<file path="config.mk">
export PLATFORM = sky130hd
export DESIGN_NAME = pcibp_regs
export DESIGN_NICKNAME = d
export VERILOG_FILES = /design/src/pcibp_pkg.sv /design/src/pcibp_bar.sv /design/src/pcibp_regs.sv
export SDC_FILE = /design/constraint.sdc
export NUM_CORES = 1
export LEC_CHECK = 0
export ABC_AREA = 0
export BUFFER_PORTS_ARGS = -buffer_cell sky130_fd_sc_hd__buf_4
export CAP_MARGIN = 20
export CORE_MARGIN = 2
export CORE_UTILIZATION = 49
export DETAILED_ROUTE_END_ITERATION = 8
export HOLD_SLACK_MARGIN = 0.1
export PLACE_DENSITY = 0.74
export SLEW_MARGIN = 5
export SYNTH_ARGS = -nofsm -noshare
export SYNTH_HDL_FRONTEND = slang
export SYNTH_SLANG_ARGS = --single-unit
</file>
<file path="constraint.sdc">
create_clock -name aclk -period 3.9 [get_ports aclk]
set_input_delay 0.975 -clock aclk [delete_from_list [all_inputs] [get_ports aclk]]
set_output_delay 0.975 -clock aclk [all_outputs]
set_load 0.01 [all_outputs]
</file>
<file path="src/pcibp_pkg.sv">
// shared constants and types for the pci build-parameter register bank
package pcibp_pkg;

    // ****************************************
    // configuration space offsets
    // ****************************************
    localparam logic [7:0] OFS_IDENT   = 8'h00;
    localparam logic [7:0] OFS_CMDSTAT = 8'h04;
    localparam logic [7:0] OFS_CLASS   = 8'h08;
    localparam logic [7:0] OFS_BAR0    = 8'h10;
    localparam logic [7:0] OFS_BAR1    = 8'h14;
    localparam logic [7:0] OFS_BAR2    = 8'h18;
    localparam logic [7:0] OFS_BOARD   = 8'h2c;
    localparam logic [7:0] OFS_CAPPTR  = 8'h34;
    localparam logic [7:0] OFS_DMA_PCI = 8'h40;
    localparam logic [7:0] OFS_DMA_RAM = 8'h44;
    localparam logic [7:0] OFS_DMA_CTL = 8'h48;
    localparam logic [7:0] OFS_HOTSWAP = 8'h80;

    // ****************************************
    // bus address map: bits 11:8 pick the space
    // ****************************************
    localparam logic [3:0] SPACE_CFG = 4'h0;
    localparam logic [3:0] SPACE_IO  = 4'h1;
    localparam int         AXI_AW    = 12;
    localparam logic [1:0] RESP_OKAY = 2'b00;
    localparam logic [1:0] RESP_SLV  = 2'b10;

    // ****************************************
    // build variants
    // ****************************************
    localparam int VAR_TARGET  = 0;
    localparam int VAR_TDMA    = 1;
    localparam int VAR_MASTER  = 2;
    localparam int VAR_TMASTER = 3;

    // ****************************************
    // field positions and masks
    // ****************************************
    localparam int          STAT_FAST_BIT    = 21;
    localparam int          STAT_CAPLIST_BIT = 20;
    localparam int          CMD_IO_EN_BIT    = 0;
    localparam logic [15:0] CMD_WMASK        = 16'h0147;
    localparam logic [15:0] CMD_RESET        = 16'h0000;
    localparam logic [7:0]  CAP_PTR_HOTSWAP  = 8'h80;
    localparam logic [7:0]  CAP_ID_HOTSWAP   = 8'h06;
    localparam logic [7:0]  CAP_NEXT_NONE    = 8'h00;
    localparam logic [31:0] HS_WMASK         = 32'h0000_ca00;
    localparam logic [31:0] HS_RESET         = 32'h0000_0000;
    localparam logic [31:0] ADDR_WMASK       = 32'hffff_fffc;
    localparam logic [31:0] DMA_CTL_WMASK    = 32'heffc_3ffb;
    localparam logic [31:0] DMA_RESET        = 32'h0000_0000;
    localparam int          CTL_DONE_BIT     = 2;
    localparam int          CTL_REQ_BIT      = 4;
    localparam int          CTL_WIDE_BIT     = 10;
    localparam int          CTL_LEN_LSB      = 16;
    localparam int          CTL_LEN_MSB      = 27;
    localparam logic [11:0] DWORD_BYTES      = 12'h004;
    localparam logic [31:0] BAR_IO_TYPE      = 32'h0000_0001;
    localparam logic [31:0] BAR_PREFETCH     = 32'h0000_0008;
    localparam int          IO_WIN_LOG2      = 8;

    // ****************************************
    // carriers
    // ****************************************
    typedef struct packed {
        logic [31:0] pci_addr;
        logic [31:0] ram_addr;
        logic [31:0] ctrl;
    } pcibp_dma_t;

    typedef struct packed {
        logic       beat;     // one data phase moved
        logic       finish;   // transfer complete
        logic       abort;    // transfer ended by error
        logic [1:0] err_code; // error kind with abort
    } pcibp_dma_evt_t;

endpackage

</file>
<file path="src/pcibp_bar.sv">
// one base address register with build-time size, type and prefetch bit
`timescale 1ns/1ns
`default_nettype none
module pcibp_bar
    import pcibp_pkg::*;
#(
    parameter bit PRESENT   = 1'b1,
    parameter bit IS_IO     = 1'b0,
    parameter bit PREFETCH  = 1'b0,
    parameter int SIZE_LOG2 = 8
) (
    // clock and reset
    input  wire logic        aclk,
    input  wire logic        aresetn,
    // write port
    input  wire logic        we,
    input  wire logic [31:0] wdata,
    input  wire logic [3:0]  wstrb,
    // current value
    output var  logic [31:0] value
);

    // ****************************************
    // fixed low bits and writable base bits
    // ****************************************
    localparam logic [31:0] TYPE_BITS = IS_IO ? BAR_IO_TYPE :
                                        (PREFETCH ? BAR_PREFETCH : 32'h0000_0000);
    localparam logic [31:0] WMASK = ~((32'h0000_0001 << SIZE_LOG2) - 32'h0000_0001);

    logic [31:0] merged;

    // byte lanes merge into the stored base
    always_comb begin
        for (int i = 0; i < 4; i++) begin
            merged[i*8 +: 8] = wstrb[i] ? wdata[i*8 +: 8] : value[i*8 +: 8];
        end
    end

    // absent window reads zero and ignores writes
    always_ff @(posedge aclk) begin
        if (!aresetn || !PRESENT) begin
            value <= PRESENT ? TYPE_BITS : 32'h0000_0000;
        end else if (we) begin
            value <= (merged & WMASK) | TYPE_BITS;
        end
    end

endmodule
`default_nettype wire

</file>
<file path="src/pcibp_regs.sv">
// pci configuration header, windows and dma registers fixed by build parameters
//
// Behaviour
// - identity and class values are read-only constants
// - width parameter selects 32- or 64-bit operation
// - speed parameter drives status bit 5
// - counting parameter lets dma registers advance
// - mapping zero puts dma registers in config
// - mapping one puts them in io window
// - window0 size is two to the power
// - master-only build drops window0; its size goes unused
// - window1 enable adds register at 14h
// - window1 type selects memory or io
// - window1 size with per-type legal range
// - prefetch parameter sets memory window bit 3
// - hot-swap sets status bit, pointer, capability
// - mapping applies only to target-plus-dma build
// - master-only ignores window1 and hot-swap
// - without counting, start addresses stay put
// - capability id 06h, next pointer zero
`timescale 1ns/1ns
`default_nettype none
module pcibp_regs
    import pcibp_pkg::*;
#(
    parameter logic [15:0] part_ident_const        = 16'h0001, // arbitrary value
    parameter logic [15:0] maker_ident_const       = 16'h0002, // arbitrary value
    parameter logic [7:0]  revision_ident_const    = 8'h01,    // arbitrary value
    parameter logic [7:0]  base_class_const        = 8'h11,
    parameter logic [7:0]  sub_class_const         = 8'h80,
    parameter logic [7:0]  prog_if_const           = 8'h00,
    parameter logic [15:0] board_ident_const       = 16'h0003, // arbitrary value
    parameter logic [15:0] board_maker_ident_const = 16'h0004, // arbitrary value
    parameter int          variant                 = VAR_TDMA,
    parameter bit          wide_bus                = 1'b0,
    parameter bit          fast_clock_capable      = 1'b0,
    parameter bit          transfer_count_update_en = 1'b1,
    parameter bit          dma_regs_in_io          = 1'b0,
    parameter int          window0_size_log2       = 24,
    parameter bit          window1_present         = 1'b0,
    parameter bit          window1_space_type      = 1'b1,
    parameter int          window1_size_log2       = 8,
    parameter bit          window1_prefetchable    = 1'b0,
    parameter bit          hot_swap_present        = 1'b0
) (
    // clock and reset
    input  wire logic              aclk,
    input  wire logic              aresetn,
    // axi4-lite write address and data
    input  wire logic [AXI_AW-1:0] awaddr,
    input  wire logic [2:0]        awprot,
    input  wire logic              awvalid,
    output var  logic              awready,
    input  wire logic [31:0]       wdata,
    input  wire logic [3:0]        wstrb,
    input  wire logic              wvalid,
    output var  logic              wready,
    // axi4-lite write response
    output var  logic [1:0]        bresp,
    output var  logic              bvalid,
    input  wire logic              bready,
    // axi4-lite read
    input  wire logic [AXI_AW-1:0] araddr,
    input  wire logic [2:0]        arprot,
    input  wire logic              arvalid,
    output var  logic              arready,
    output var  logic [31:0]       rdata,
    output var  logic [1:0]        rresp,
    output var  logic              rvalid,
    input  wire logic              rready,
    // dma engine side
    input  wire pcibp_dma_evt_t    dma_evt,
    output wire pcibp_dma_t        dma_regs
);

    // ****************************************
    // build checks
    // ****************************************
    if (variant < VAR_TARGET || variant > VAR_TMASTER) begin : g_bad_variant
        $error("variant out of range");
    end
    if (window0_size_log2 < 8 || window0_size_log2 > 31) begin : g_bad_w0
        $error("window0 size out of range");
    end
    if (window1_present && window1_space_type &&
        (window1_size_log2 < 8 || window1_size_log2 > 31)) begin : g_bad_w1m
        $error("window1 memory size out of range");
    end
    if (window1_present && !window1_space_type &&
        (window1_size_log2 < 2 || window1_size_log2 > 8)) begin : g_bad_w1i
        $error("window1 io size out of range");
    end

    // ****************************************
    // derived build options
    // ****************************************
    localparam bit IS_MASTER = (variant == VAR_MASTER);
    localparam bit HAS_DMA   = (variant == VAR_TDMA);
    localparam bit DMA_CFG   = HAS_DMA && !dma_regs_in_io;
    localparam bit DMA_IO    = HAS_DMA && dma_regs_in_io;
    localparam bit W1_ON     = window1_present && !IS_MASTER;
    localparam bit HS_ON     = hot_swap_present && !IS_MASTER;
    localparam logic [31:0] RAM_MASK =
        ((32'h0000_0001 << window0_size_log2) - 32'h0000_0001) & ADDR_WMASK;
    localparam logic [31:0] CTL_MASK =
        wide_bus ? DMA_CTL_WMASK : (DMA_CTL_WMASK & ~(32'h1 << CTL_WIDE_BIT));
    localparam logic [31:0] ADDR_STEP = wide_bus ? 32'h0000_0008 : 32'h0000_0004;
    localparam logic [11:0] LEN_STEP  = wide_bus ? (DWORD_BYTES << 1) : DWORD_BYTES;

    // ****************************************
    // bus handshake
    // ****************************************
    logic        wr_do;
    logic        rd_do;
    logic [3:0]  w_space;
    logic [7:0]  w_ofs;
    logic        w_cfg;
    logic        w_io;
    logic [31:0] rd_word;
    logic        rd_hit;
    logic [15:0] cmd;
    logic [31:0] hs_reg;
    logic [31:0] pci_addr;
    logic [31:0] ram_addr;
    logic [31:0] dma_ctl;
    logic [31:0] bar0;
    logic [31:0] bar1;
    logic [31:0] bar2;

    assign wr_do   = awvalid && awready && wvalid && wready;
    assign rd_do   = arvalid && arready;
    assign w_space = awaddr[11:8];
    assign w_ofs   = {awaddr[7:2], 2'b00};
    assign w_cfg   = wr_do && (w_space == SPACE_CFG);
    assign w_io    = wr_do && (w_space == SPACE_IO) && DMA_IO && cmd[CMD_IO_EN_BIT];

    // address and data taken together, one cycle after both are offered
    always_ff @(posedge aclk) begin
        if (!aresetn) begin
            awready <= 1'b0;
            wready  <= 1'b0;
        end else begin
            awready <= awvalid && wvalid && !awready && !bvalid;
            wready  <= awvalid && wvalid && !awready && !bvalid;
        end
    end

    // write response; io space without a decoder answers slave error
    always_ff @(posedge aclk) begin
        if (!aresetn) begin
            bvalid <= 1'b0;
            bresp  <= RESP_OKAY;
        end else if (wr_do) begin
            bvalid <= 1'b1;
            bresp  <= (w_space == SPACE_CFG || (w_space == SPACE_IO && DMA_IO)) ?
                      RESP_OKAY : RESP_SLV;
        end else if (bready) begin
            bvalid <= 1'b0;
        end
    end

    // read address accepted only while no answer is pending
    always_ff @(posedge aclk) begin
        if (!aresetn) begin
            arready <= 1'b0;
        end else begin
            arready <= arvalid && !arready && !rvalid;
        end
    end

    // read answer registered from the decoded word
    always_ff @(posedge aclk) begin
        if (!aresetn) begin
            rvalid <= 1'b0;
            rdata  <= 32'h0000_0000;
            rresp  <= RESP_OKAY;
        end else if (rd_do) begin
            rvalid <= 1'b1;
            rdata  <= rd_word;
            rresp  <= rd_hit ? RESP_OKAY : RESP_SLV;
        end else if (rready) begin
            rvalid <= 1'b0;
        end
    end

    // ****************************************
    // read decode
    // ****************************************
    // unimplemented header words read zero, as a pci host expects
    always_comb begin
        rd_word = 32'h0000_0000;
        rd_hit  = 1'b1;
        if (araddr[11:8] == SPACE_CFG) begin
            unique case ({araddr[7:2], 2'b00})
                OFS_IDENT:   rd_word = {part_ident_const, maker_ident_const};
                OFS_CMDSTAT: begin
                    rd_word = {16'h0000, cmd};
                    rd_word[STAT_FAST_BIT]    = fast_clock_capable;
                    rd_word[STAT_CAPLIST_BIT] = HS_ON;
                end
                OFS_CLASS:   rd_word = {base_class_const, sub_class_const,
                                        prog_if_const, revision_ident_const};
                OFS_BAR0:    rd_word = bar0;
                OFS_BAR1:    rd_word = bar1;
                OFS_BAR2:    rd_word = bar2;
                OFS_BOARD:   rd_word = {board_ident_const, board_maker_ident_const};
                OFS_CAPPTR:  rd_word = HS_ON ? {24'h000000, CAP_PTR_HOTSWAP} : 32'h0;
                OFS_DMA_PCI: rd_word = DMA_CFG ? pci_addr : 32'h0;
                OFS_DMA_RAM: rd_word = DMA_CFG ? ram_addr : 32'h0;
                OFS_DMA_CTL: rd_word = DMA_CFG ? dma_ctl : 32'h0;
                OFS_HOTSWAP: rd_word = HS_ON ? hs_reg : 32'h0;
                default:     rd_word = 32'h0000_0000;
            endcase
        end else if (araddr[11:8] == SPACE_IO && DMA_IO) begin
            // io decode follows the command register's io enable
            if (cmd[CMD_IO_EN_BIT]) begin
                unique case ({araddr[7:2], 2'b00})
                    OFS_DMA_PCI: rd_word = pci_addr;
                    OFS_DMA_RAM: rd_word = ram_addr;
                    OFS_DMA_CTL: rd_word = dma_ctl;
                    default:     rd_word = 32'h0000_0000;
                endcase
            end
        end else begin
            rd_hit = 1'b0;
        end
    end

    // ****************************************
    // write helpers
    // ****************************************
    function automatic logic [31:0] merge(input logic [31:0] old, input logic [31:0] nw,
                                          input logic [3:0] strb, input logic [31:0] msk);
        logic [31:0] res;
        res = old;
        for (int i = 0; i < 32; i++) begin
            if (strb[i/8] && msk[i]) begin
                res[i] = nw[i];
            end
        end
        return res;
    endfunction

    logic dma_we_pci;
    logic dma_we_ram;
    logic dma_we_ctl;

    assign dma_we_pci = (w_cfg && DMA_CFG && w_ofs == OFS_DMA_PCI) ||
                        (w_io && w_ofs == OFS_DMA_PCI);
    assign dma_we_ram = (w_cfg && DMA_CFG && w_ofs == OFS_DMA_RAM) ||
                        (w_io && w_ofs == OFS_DMA_RAM);
    assign dma_we_ctl = (w_cfg && DMA_CFG && w_ofs == OFS_DMA_CTL) ||
                        (w_io && w_ofs == OFS_DMA_CTL);

    // ****************************************
    // command and hot-swap registers
    // ****************************************
    always_ff @(posedge aclk) begin
        if (!aresetn) begin
            cmd <= CMD_RESET;
        end else if (w_cfg && w_ofs == OFS_CMDSTAT) begin
            cmd <= 16'(merge({16'h0000, cmd}, wdata, wstrb, {16'h0000, CMD_WMASK}));
        end
    end

    // capability id and next pointer are constant fields
    always_ff @(posedge aclk) begin
        if (!aresetn || !HS_ON) begin
            hs_reg <= {CAP_ID_HOTSWAP, CAP_NEXT_NONE, HS_RESET[15:0]};
        end else if (w_cfg && w_ofs == OFS_HOTSWAP) begin
            hs_reg <= merge(hs_reg, wdata, wstrb, HS_WMASK);
        end
    end

    // ****************************************
    // base address registers
    // ****************************************
    pcibp_bar #(
        .PRESENT   (!IS_MASTER),
        .IS_IO     (1'b0),
        .PREFETCH  (1'b0),
        .SIZE_LOG2 (window0_size_log2)
    ) u_bar0 (
        .aclk    (aclk),
        .aresetn (aresetn),
        .we      (w_cfg && w_ofs == OFS_BAR0),
        .wdata   (wdata),
        .wstrb   (wstrb),
        .value   (bar0)
    );

    pcibp_bar #(
        .PRESENT   (W1_ON),
        .IS_IO     (!window1_space_type),
        .PREFETCH  (window1_prefetchable && window1_space_type),
        .SIZE_LOG2 (window1_size_log2)
    ) u_bar1 (
        .aclk    (aclk),
        .aresetn (aresetn),
        .we      (w_cfg && w_ofs == OFS_BAR1),
        .wdata   (wdata),
        .wstrb   (wstrb),
        .value   (bar1)
    );

    // fixed 256-byte io window that carries the dma registers
    pcibp_bar #(
        .PRESENT   (DMA_IO),
        .IS_IO     (1'b1),
        .PREFETCH  (1'b0),
        .SIZE_LOG2 (IO_WIN_LOG2)
    ) u_bar2 (
        .aclk    (aclk),
        .aresetn (aresetn),
        .we      (w_cfg && w_ofs == OFS_BAR2),
        .wdata   (wdata),
        .wstrb   (wstrb),
        .value   (bar2)
    );

    // ****************************************
    // dma registers
    // ****************************************
    // a beat and a software write in one cycle: software wins the address
    always_ff @(posedge aclk) begin
        if (!aresetn) begin
            pci_addr <= DMA_RESET;
        end else if (dma_we_pci) begin
            pci_addr <= merge(pci_addr, wdata, wstrb, ADDR_WMASK);
        end else if (HAS_DMA && transfer_count_update_en && dma_evt.beat) begin
            pci_addr <= pci_addr + ADDR_STEP;
        end
    end

    // backend address wraps inside the window0-sized backend space
    always_ff @(posedge aclk) begin
        if (!aresetn) begin
            ram_addr <= DMA_RESET;
        end else if (dma_we_ram) begin
            ram_addr <= merge(ram_addr, wdata, wstrb, RAM_MASK);
        end else if (HAS_DMA && transfer_count_update_en && dma_evt.beat) begin
            ram_addr <= (ram_addr + ADDR_STEP) & RAM_MASK;
        end
    end

    logic [31:0] ctl_w;
    logic [31:0] next_ctl;

    // done set by the engine wins over a clearing write
    always_comb begin
        ctl_w    = dma_we_ctl ? merge(dma_ctl, wdata, wstrb, CTL_MASK) : dma_ctl;
        next_ctl = ctl_w;
        if (dma_we_ctl && wstrb[0] && !wdata[CTL_DONE_BIT]) begin
            next_ctl[CTL_DONE_BIT] = 1'b0;
        end
        if (transfer_count_update_en && dma_evt.beat && !dma_we_ctl) begin
            next_ctl[CTL_LEN_MSB:CTL_LEN_LSB] =
                dma_ctl[CTL_LEN_MSB:CTL_LEN_LSB] - LEN_STEP;
        end
        if (dma_evt.finish || dma_evt.abort) begin
            next_ctl[CTL_DONE_BIT] = 1'b1;
            next_ctl[CTL_REQ_BIT]  = 1'b0;
        end
        if (dma_evt.abort) begin
            next_ctl[1:0] = dma_evt.err_code;
        end
    end

    always_ff @(posedge aclk) begin
        if (!aresetn || !HAS_DMA) begin
            dma_ctl <= DMA_RESET;
        end else begin
            dma_ctl <= next_ctl;
        end
    end

    assign dma_regs = '{pci_addr: pci_addr, ram_addr: ram_addr, ctrl: dma_ctl};

    // protection attributes carry no meaning for this bank
    logic unused_prot;
    assign unused_prot = ^{awprot, arprot};

endmodule
`default_nettype wire

</file>
==> results of run 1 <==
-- stage by stage --
step	instance area, µm²	setup slack [ns]	instances	hold WS (ns)
CTS	9130	0.973	1221	0.454
global placement	8440	0.617	1189	0.439
finish	9130	0.941	1221	0.444
global route	9130	0.859	1221	0.470
floorplan	7030	1.08	876	0.433
detailed placement	8440	0.591	1189	0.447
-- power groups by stage --
stage	clock [mW]	combinational, mW	sequential (mW)
after global routing	1.92	0.315	1.37
final	1.86	0.291	1.36
after floorplan	0	0.150	1.39
after detailed placement	0	0.284	1.39
after CTS	1.86	0.287	1.36
after global placement	0	0.282	1.39
-- logic make-up (layout without fill, tap and decap cells) --
logic type / after synthesis / after routing / share of synthesized area [%]
xor+xnor: 3 / 3 / 0.377
mux: 35 / 35 / 5.18
flops: 129 / 129 / 37.1
other cells: 1 / 20 / 0.0539
buf+inv: 95 / 260 / 6.61
compound gates: 245 / 245 / 24.0
fa+ha+maj: 3 / 3 / 0.539
simple gates: 346 / 346 / 26.2
-- worst paths after layout --
check	from	to	cells after the start
min reg2reg	bvalid	wready	1
max reg2reg	pci_addr[2]	pci_addr[22]	6
min	bvalid	wready	1
max	awaddr[2]	pci_addr[9]	7
-- flip-flops by register name (all words and copies together) (netlist names) --
register,count
bvalid,1
u_bar0.value,8
bresp,1
cmd,5
dma_ctl,26
arready,1
wready,1
pci_addr,30
ram_addr,22
rvalid,1
rresp,1
rdata,32
-- cell usage after synthesis (18+ instances only) --
master / count / share of area [%]
o21ai_0: 50 / 3.6
nand4_1: 27 / 2.4
nand3_1: 35 / 2.5
a21oi_1: 58 / 4.2
a31oi_1: 18 / 1.6
inv_1: 20 / 1.1
mux2i_1: 29 / 4.2
buf_4: 25 / 2.7
nor3_1: 31 / 2.2
dfxtp_1: 129 / 37
nor2_1: 69 / 3.7
nand2_1: 84 / 4.5
clkbuf_1: 43 / 2.3
-- worst max-delay path, cell delays in order --
cell and delay [ns]:
buf_4 0.14, or4b_1 0.67, nor4_2 0.48, buf_4 0.38, mux2i_1 0.40, a21oi_1 0.10
o32ai_1 0.14
-- layout make-up --
class / count / area [µm²]
fillers: 1266 / 4750
multi-input cells: 652 / 4000
flip-flops and latches: 129 / 2580
repair buffers: 207 / 1550
clock buffers: 22 / 484
well taps: 180 / 225
clock inverters: 10 / 203
inverters: 21 / 78.8
-- routing by layer --
metal  vias up  share of wire [%]  routed length (µm)
li1       3557                  -                   -
met1      3566                 41                9950
met2       411                 46               11200
met3        57                9.5                2300
met4         0                3.2                 782
met5         -                  0                   0
==> impl_summary.log, run 1 <==
INFO  metric hpwlAfterDp = 17.4 mm
INFO  metric gpl.final_weighted_congestion = 0.956
INFO  metric slew_headroom = 43.4%
INFO  metric pin_count_of_the_biggest_net_entering_global_routing = 47
INFO  metric ys_async_sr_fraction = 0%
INFO  metric globalRouteTotalUtil = 31.6%
INFO  metric criticalPathCategory = input pin to flop
INFO  metric insertion_delay = 0.44 ns
INFO  metric cellLeakagePower = 3.63 nW
INFO  metric n_antenna_cell = 0
INFO  metric fraction_of_final_layout_cells_sized_beyond_drive_strength_1 = 25.5%
INFO  metric synth-seq-area-share = 37.1%
INFO  metric mostFrequentLayoutCell = buf_4
INFO  metric worst_pin_slew = 0.850 ns
INFO  metric class_of_the_tightest_hold_or_removal_check = flop to flop
INFO  metric worst_ep_arrival_time = 3.29 ns
INFO  metric final_min_period_over_clock_period = 75.9%
INFO  metric reg2reg_setup_slack = 1.15 ns
INFO  metric ant_nets = 0
INFO  metric timing.critical_path.required = 4.23 ns
INFO  metric total_vias_in_the_final_route = 7,591
INFO  metric setup-violations-final = 0
INFO  metric grt_antenna_before_repair = 1
INFO  metric worstPathMaxFanout = 27
INFO  metric groute.layer.met2.usage = 49.5%
INFO  metric power_report.internal_total = 2.72 mW
INFO  metric clock-sinks = 129
INFO  metric place.port_buffers = 184
INFO  metric vdd.ir_drop.worst = 0.292 mV
INFO  metric die_w = 123 µm
INFO  metric initialDrtViolationCount = 727
INFO  metric cellPowerDensity = 385 nW/µm²
INFO  metric routed_wire_length_per_instance = 19.8 µm
INFO  metric setup.worst_path.end_class = flop
INFO  metric grtUsageMet1 = 41.9%
INFO  metric area.growth.synth_to_final = 31.1%
INFO  metric finalHoldViolations = 0
INFO  metric initial_core_util = 50.2%
INFO  metric p_seq_share = 38.8%
INFO  metric synth_edf_count = 0
INFO  metric die_area = 15,200 µm²
INFO  metric synth_cell_types = 78
INFO  metric clock_skew = 0.00552 ns
INFO  metric power_frac_clock = 52.9%
INFO  metric layout.core_utilization = 65.8%
INFO  metric combinationalPowerShare = 8.3%
INFO  metric synth_seq_cells = 129
INFO  metric io-pin-count = 215
INFO  metric drtPass1Iterations = 6
INFO  metric synthesis.instances = 857
INFO  metric first_global_vias = 6,714
INFO  metric globalRouteOverflowTotal = 0
INFO  metric placeableCoreArea = 13,900 µm²
INFO  metric layout_common_cells = buf_4 (207), dfxtp_1 (129), nand2_1 (84)
INFO  metric highest_clock_rate = 338 MHz
INFO  metric synth_warnings = 0
INFO  metric post_cts_buffers = 0
INFO  metric ys_flop_type = dfxtp_1
INFO  metric setup_repair_after_global_routing_missed_its_margin = false
INFO  metric htree_num_levels = 4
INFO  metric finalWirelength = 24.2 mm
INFO  metric nNetsFinal = 1,109
INFO  metric grt_first_pass_wirelength = 36.6 mm
INFO  metric synth.cell_area = 6960 µm²
INFO  metric drv.max_cap_violation_count = 0
INFO  metric post-route-drc-count = 0
INFO  metric syn_area_per_cell = 8.12 µm²
INFO  metric clk_buf_depth = 2
INFO  metric grt.met3_usage = 7.43%
INFO  metric power_switching_share = 22.7%
INFO  metric fin_crit = 2.96 ns
INFO  metric routed_via_density = 6.22
INFO  metric cts_made_buffers = 17
INFO  metric power.switching = 0.797 mW
INFO  metric timing.setup.tns = 0 ns
INFO  metric cts_tree = done
INFO  metric startpoint_type = input pin
INFO  metric clock_tree.root_cell = clkbuf_16
INFO  metric run_status = complete, no violations
INFO  metric hold_buffers = 0
INFO  metric sum_of_internal_switching_and_leakage_power = 3.52 mW
INFO  metric top_usage_layer = met2
INFO  metric chipHeight = 123 µm
INFO  metric worst_setup_hold_path_clk_slew = 0.06 ns
INFO  metric fin_max_slew_vios = 0
INFO  metric num_rows = 43
INFO  metric cts-resized-gates = 0
Note: power is estimated with default switching activity, not from simulation.
==> run 2, diff against run 1 <==
--- a/config.mk
+++ b/config.mk
@@ -9,7 +9,7 @@
 export BUFFER_PORTS_ARGS = -buffer_cell sky130_fd_sc_hd__buf_4
 export CAP_MARGIN = 20
 export CORE_MARGIN = 2
-export CORE_UTILIZATION = 49
+export CORE_UTILIZATION = 47
 export DETAILED_ROUTE_END_ITERATION = 8
 export HOLD_SLACK_MARGIN = 0.1
 export PLACE_DENSITY = 0.74
==> constraint.sdc (replaced) <==
create_clock -name aclk -period 2.5 [get_ports aclk]
set_input_delay 0.625 -clock aclk [delete_from_list [all_inputs] [get_ports aclk]]
set_output_delay 0.625 -clock aclk [all_outputs]
set_load 0.01 [all_outputs]
==> impl_summary.log, run 2 (same netlist as run 1, synthesis figures left out) <==
INFO  metric run_status = complete, no violations (unchanged)
INFO  metric fin_max_slew_vios = 0 (unchanged)
INFO  metric globalRouteTotalUtil = 31.9% (was 31.6%)
INFO  metric dpl-instance-area = 9000 µm² (was 8440 µm²)
INFO  metric class_of_the_tightest_hold_or_removal_check = input pin to flop (was flop to flop)
INFO  metric combinationalPowerShare = 9.1% (was 8.3%)
INFO  metric placeableCoreArea = 14,500 µm² (was 13,900 µm²)
INFO  metric non_filler_cells_final = 1,296 (was 1,221)
INFO  metric worst_pin_slew = 0.750 ns (was 0.850 ns)
INFO  metric first_global_vias = 7,469 (was 6,714)
INFO  metric timing.critical_path.required = 2.82 ns (was 4.23 ns)
INFO  metric power.switching = 1.26 mW (was 0.797 mW)
INFO  metric finalHoldViolations = 0 (unchanged)
INFO  metric total_vias_in_the_final_route = 8,013 (was 7,591)
INFO  metric worst_ep_arrival_time = 2.56 ns (was 3.29 ns)
INFO  metric fraction_of_final_layout_cells_sized_beyond_drive_strength_1 = 30.2% (was 25.5%)
INFO  metric htree_num_levels = 4 (unchanged)
INFO  metric drtPass1Iterations = 6 (unchanged)
INFO  metric cellLeakagePower = 3.98 nW (was 3.63 nW)
INFO  metric num_rows = 44 (was 43)
INFO  metric design_area = 9680 µm² (was 9130 µm²)
INFO  metric highest_clock_rate = 447 MHz
INFO  metric area.growth.synth_to_final = 39.1% (was 31.1%)
INFO  metric grt_antenna_before_repair = 2 (was 1)
INFO  metric vdd.ir_drop.worst = 0.400 mV (was 0.292 mV)
INFO  metric routed_wire_length_per_instance = 19.8 µm (about the same)
INFO  metric top_register = rdata (unchanged)
INFO  metric cellPowerDensity = 568 nW/µm² (was 385 nW/µm²)
INFO  metric clock_tree.root_cell = clkbuf_16 (unchanged)
INFO  metric drv.max_cap_violation_count = 0 (unchanged)
INFO  metric io-pin-count = 215 (unchanged)
INFO  metric p_seq_share = 38.7% (was 38.8%)
INFO  metric power_frac_clock = 52.2% (was 52.9%)
INFO  metric post_cts_buffers = 0 (unchanged)
INFO  metric dpl.cell_count = 1,264 (was 1,189)
INFO  metric initialDrtViolationCount = 1,058 (was 727)
INFO  metric cts-resized-gates = 0 (unchanged)
INFO  metric finalWirelength = 25.6 mm (was 24.2 mm)
INFO  metric layout_common_cells = buf_4 (276), dfxtp_1 (129), nand2_1 (84) (was buf_4 (207), dfxtp_1 (129), nand2_1 (84))
INFO  metric regArea = 2580 µm² (unchanged)
INFO  metric mostFrequentLayoutCell = buf_4 (unchanged)
INFO  metric cts_tree = done (unchanged)
INFO  metric nNetsFinal = 1,180 (was 1,109)
INFO  metric top_regs = rdata x32, pci_addr x30, dma_ctl x26 (unchanged)
INFO  metric globalRouteOverflowTotal = 0 (unchanged)
INFO  metric slew_headroom = 49.3% (was 43.4%)
INFO  metric hpwlAfterDp = 18.9 mm (was 17.4 mm)
INFO  metric power_switching_share = 22.8% (was 22.7%)
INFO  metric die_w = 126 µm (was 123 µm)
INFO  metric ant_nets = 0 (unchanged)
INFO  metric clk_buf_depth = 2 (unchanged)
INFO  metric fillerInstances = 1,233 (was 1,266)
INFO  metric sum_of_internal_switching_and_leakage_power = 5.50 mW (was 3.52 mW)
INFO  metric setup-violations-final = 0 (unchanged)
INFO  metric hold_buffers = 0 (unchanged)
INFO  metric cts_made_buffers = 17 (unchanged)
INFO  metric initial_core_util = 48.1% (was 50.2%)
INFO  metric fin_crit = 2.24 ns
INFO  metric setup.worst_path.end_class = flop (unchanged)
INFO  metric power_report.internal_total = 4.25 mW (was 2.72 mW)
INFO  metric chipHeight = 126 µm (was 123 µm)
INFO  metric worstPathMaxFanout = 14 (was 27)
INFO  metric post-route-drc-count = 0 (unchanged)
INFO  metric pin_count_of_the_biggest_net_entering_global_routing = 27 (was 47)
INFO  metric setup_repair_after_global_routing_missed_its_margin = false (unchanged)
INFO  metric criticalPathCategory = input pin to flop (unchanged)
INFO  metric grt_first_pass_wirelength = 40.4 mm (was 36.6 mm)
INFO  metric worst_setup_hold_path_clk_slew = 0.06 ns (about the same)
INFO  metric place.port_buffers = 184 (unchanged)
INFO  metric clock_skew = 0.00883 ns (was 0.00552 ns)
INFO  metric gpl.final_weighted_congestion = 0.931 (was 0.956)
INFO  metric clock-sinks = 129 (unchanged)
INFO  metric insertion_delay = 0.43 ns (was 0.44 ns)
INFO  metric routed_via_density = 6.18 (was 6.22)
INFO  metric startpoint_type = input pin (unchanged)
INFO  metric max_ffs_per_register = 32 (unchanged)
INFO  metric multiInputGateArea = 4000 µm² (unchanged)
INFO  metric final_min_period_over_clock_period = 89.6%
INFO  metric die_area = 15,800 µm² (was 15,200 µm²)
-- run 2: critical path, cell delays in order --
cell and delay, ns:
buf_4 0.12, or4b_1 0.67, nor4_2 0.33, buf_4 0.25, buf_4 0.19, nand2_1 0.11, o2111a_1 0.25
-- run 2: final timing paths --
path                                   start           end  slack [ns]  cells past startpoint
worst max-delay path               awaddr[2]   pci_addr[7]        0.26                      7
worst min-delay path              dma_evt[3]    dma_ctl[4]        0.36                      2
worst max register to register  pci_addr[14]  pci_addr[22]        0.27                      6
worst min register to register        bvalid        wready        0.45                      1
-- run 2: cell type report --
| class | count | share of cell area, % |
|---|---|---|
| sequential | 129 | 26.7 |
| tap | 184 | 2.38 |
| clock buffer | 21 | 4.86 |
| clock inverter | 10 | 2.12 |
| antenna | 1 | 0.0258 |
| inverter | 21 | 0.814 |
| timing repair buffer | 278 | 21.8 |
| multi-input combinational | 652 | 41.3 |
-- run 2: per-stage QoR --
| step | setup WS (ns) | util, % | TNS, ns | hold WS, ns |
|---|---|---|---|---|
| floorplan | 0.0309 | - | 0 | 0.433 |
| global placement | -0.113 | 62.2 | -2.83 | 0.434 |
| detailed placement | -0.158 | 62.2 | -4.23 | 0.440 |
| CTS | 0.268 | 66.9 | 0 | 0.363 |
| global route | 0.119 | 66.9 | 0 | 0.367 |
| finish | 0.261 | 66.9 | 0 | 0.365 |
-- run 2: power by group through the flow --
stage	Combinational [mW]	Clock (mW)	Sequential, mW
global placement	0.482	0	2.17
CTS	0.492	2.88	2.13
floorplan	0.234	0	2.17
finish	0.500	2.87	2.13
global route	0.538	2.98	2.13
detailed placement	0.488	0	2.17
-- run 2: metal layers --
metal	global-route usage [%]	share of wire, %
met1	41.7	40
met2	49.9	46
met3	9.81	11
met4	11.4	2.7
met5	0	0.051
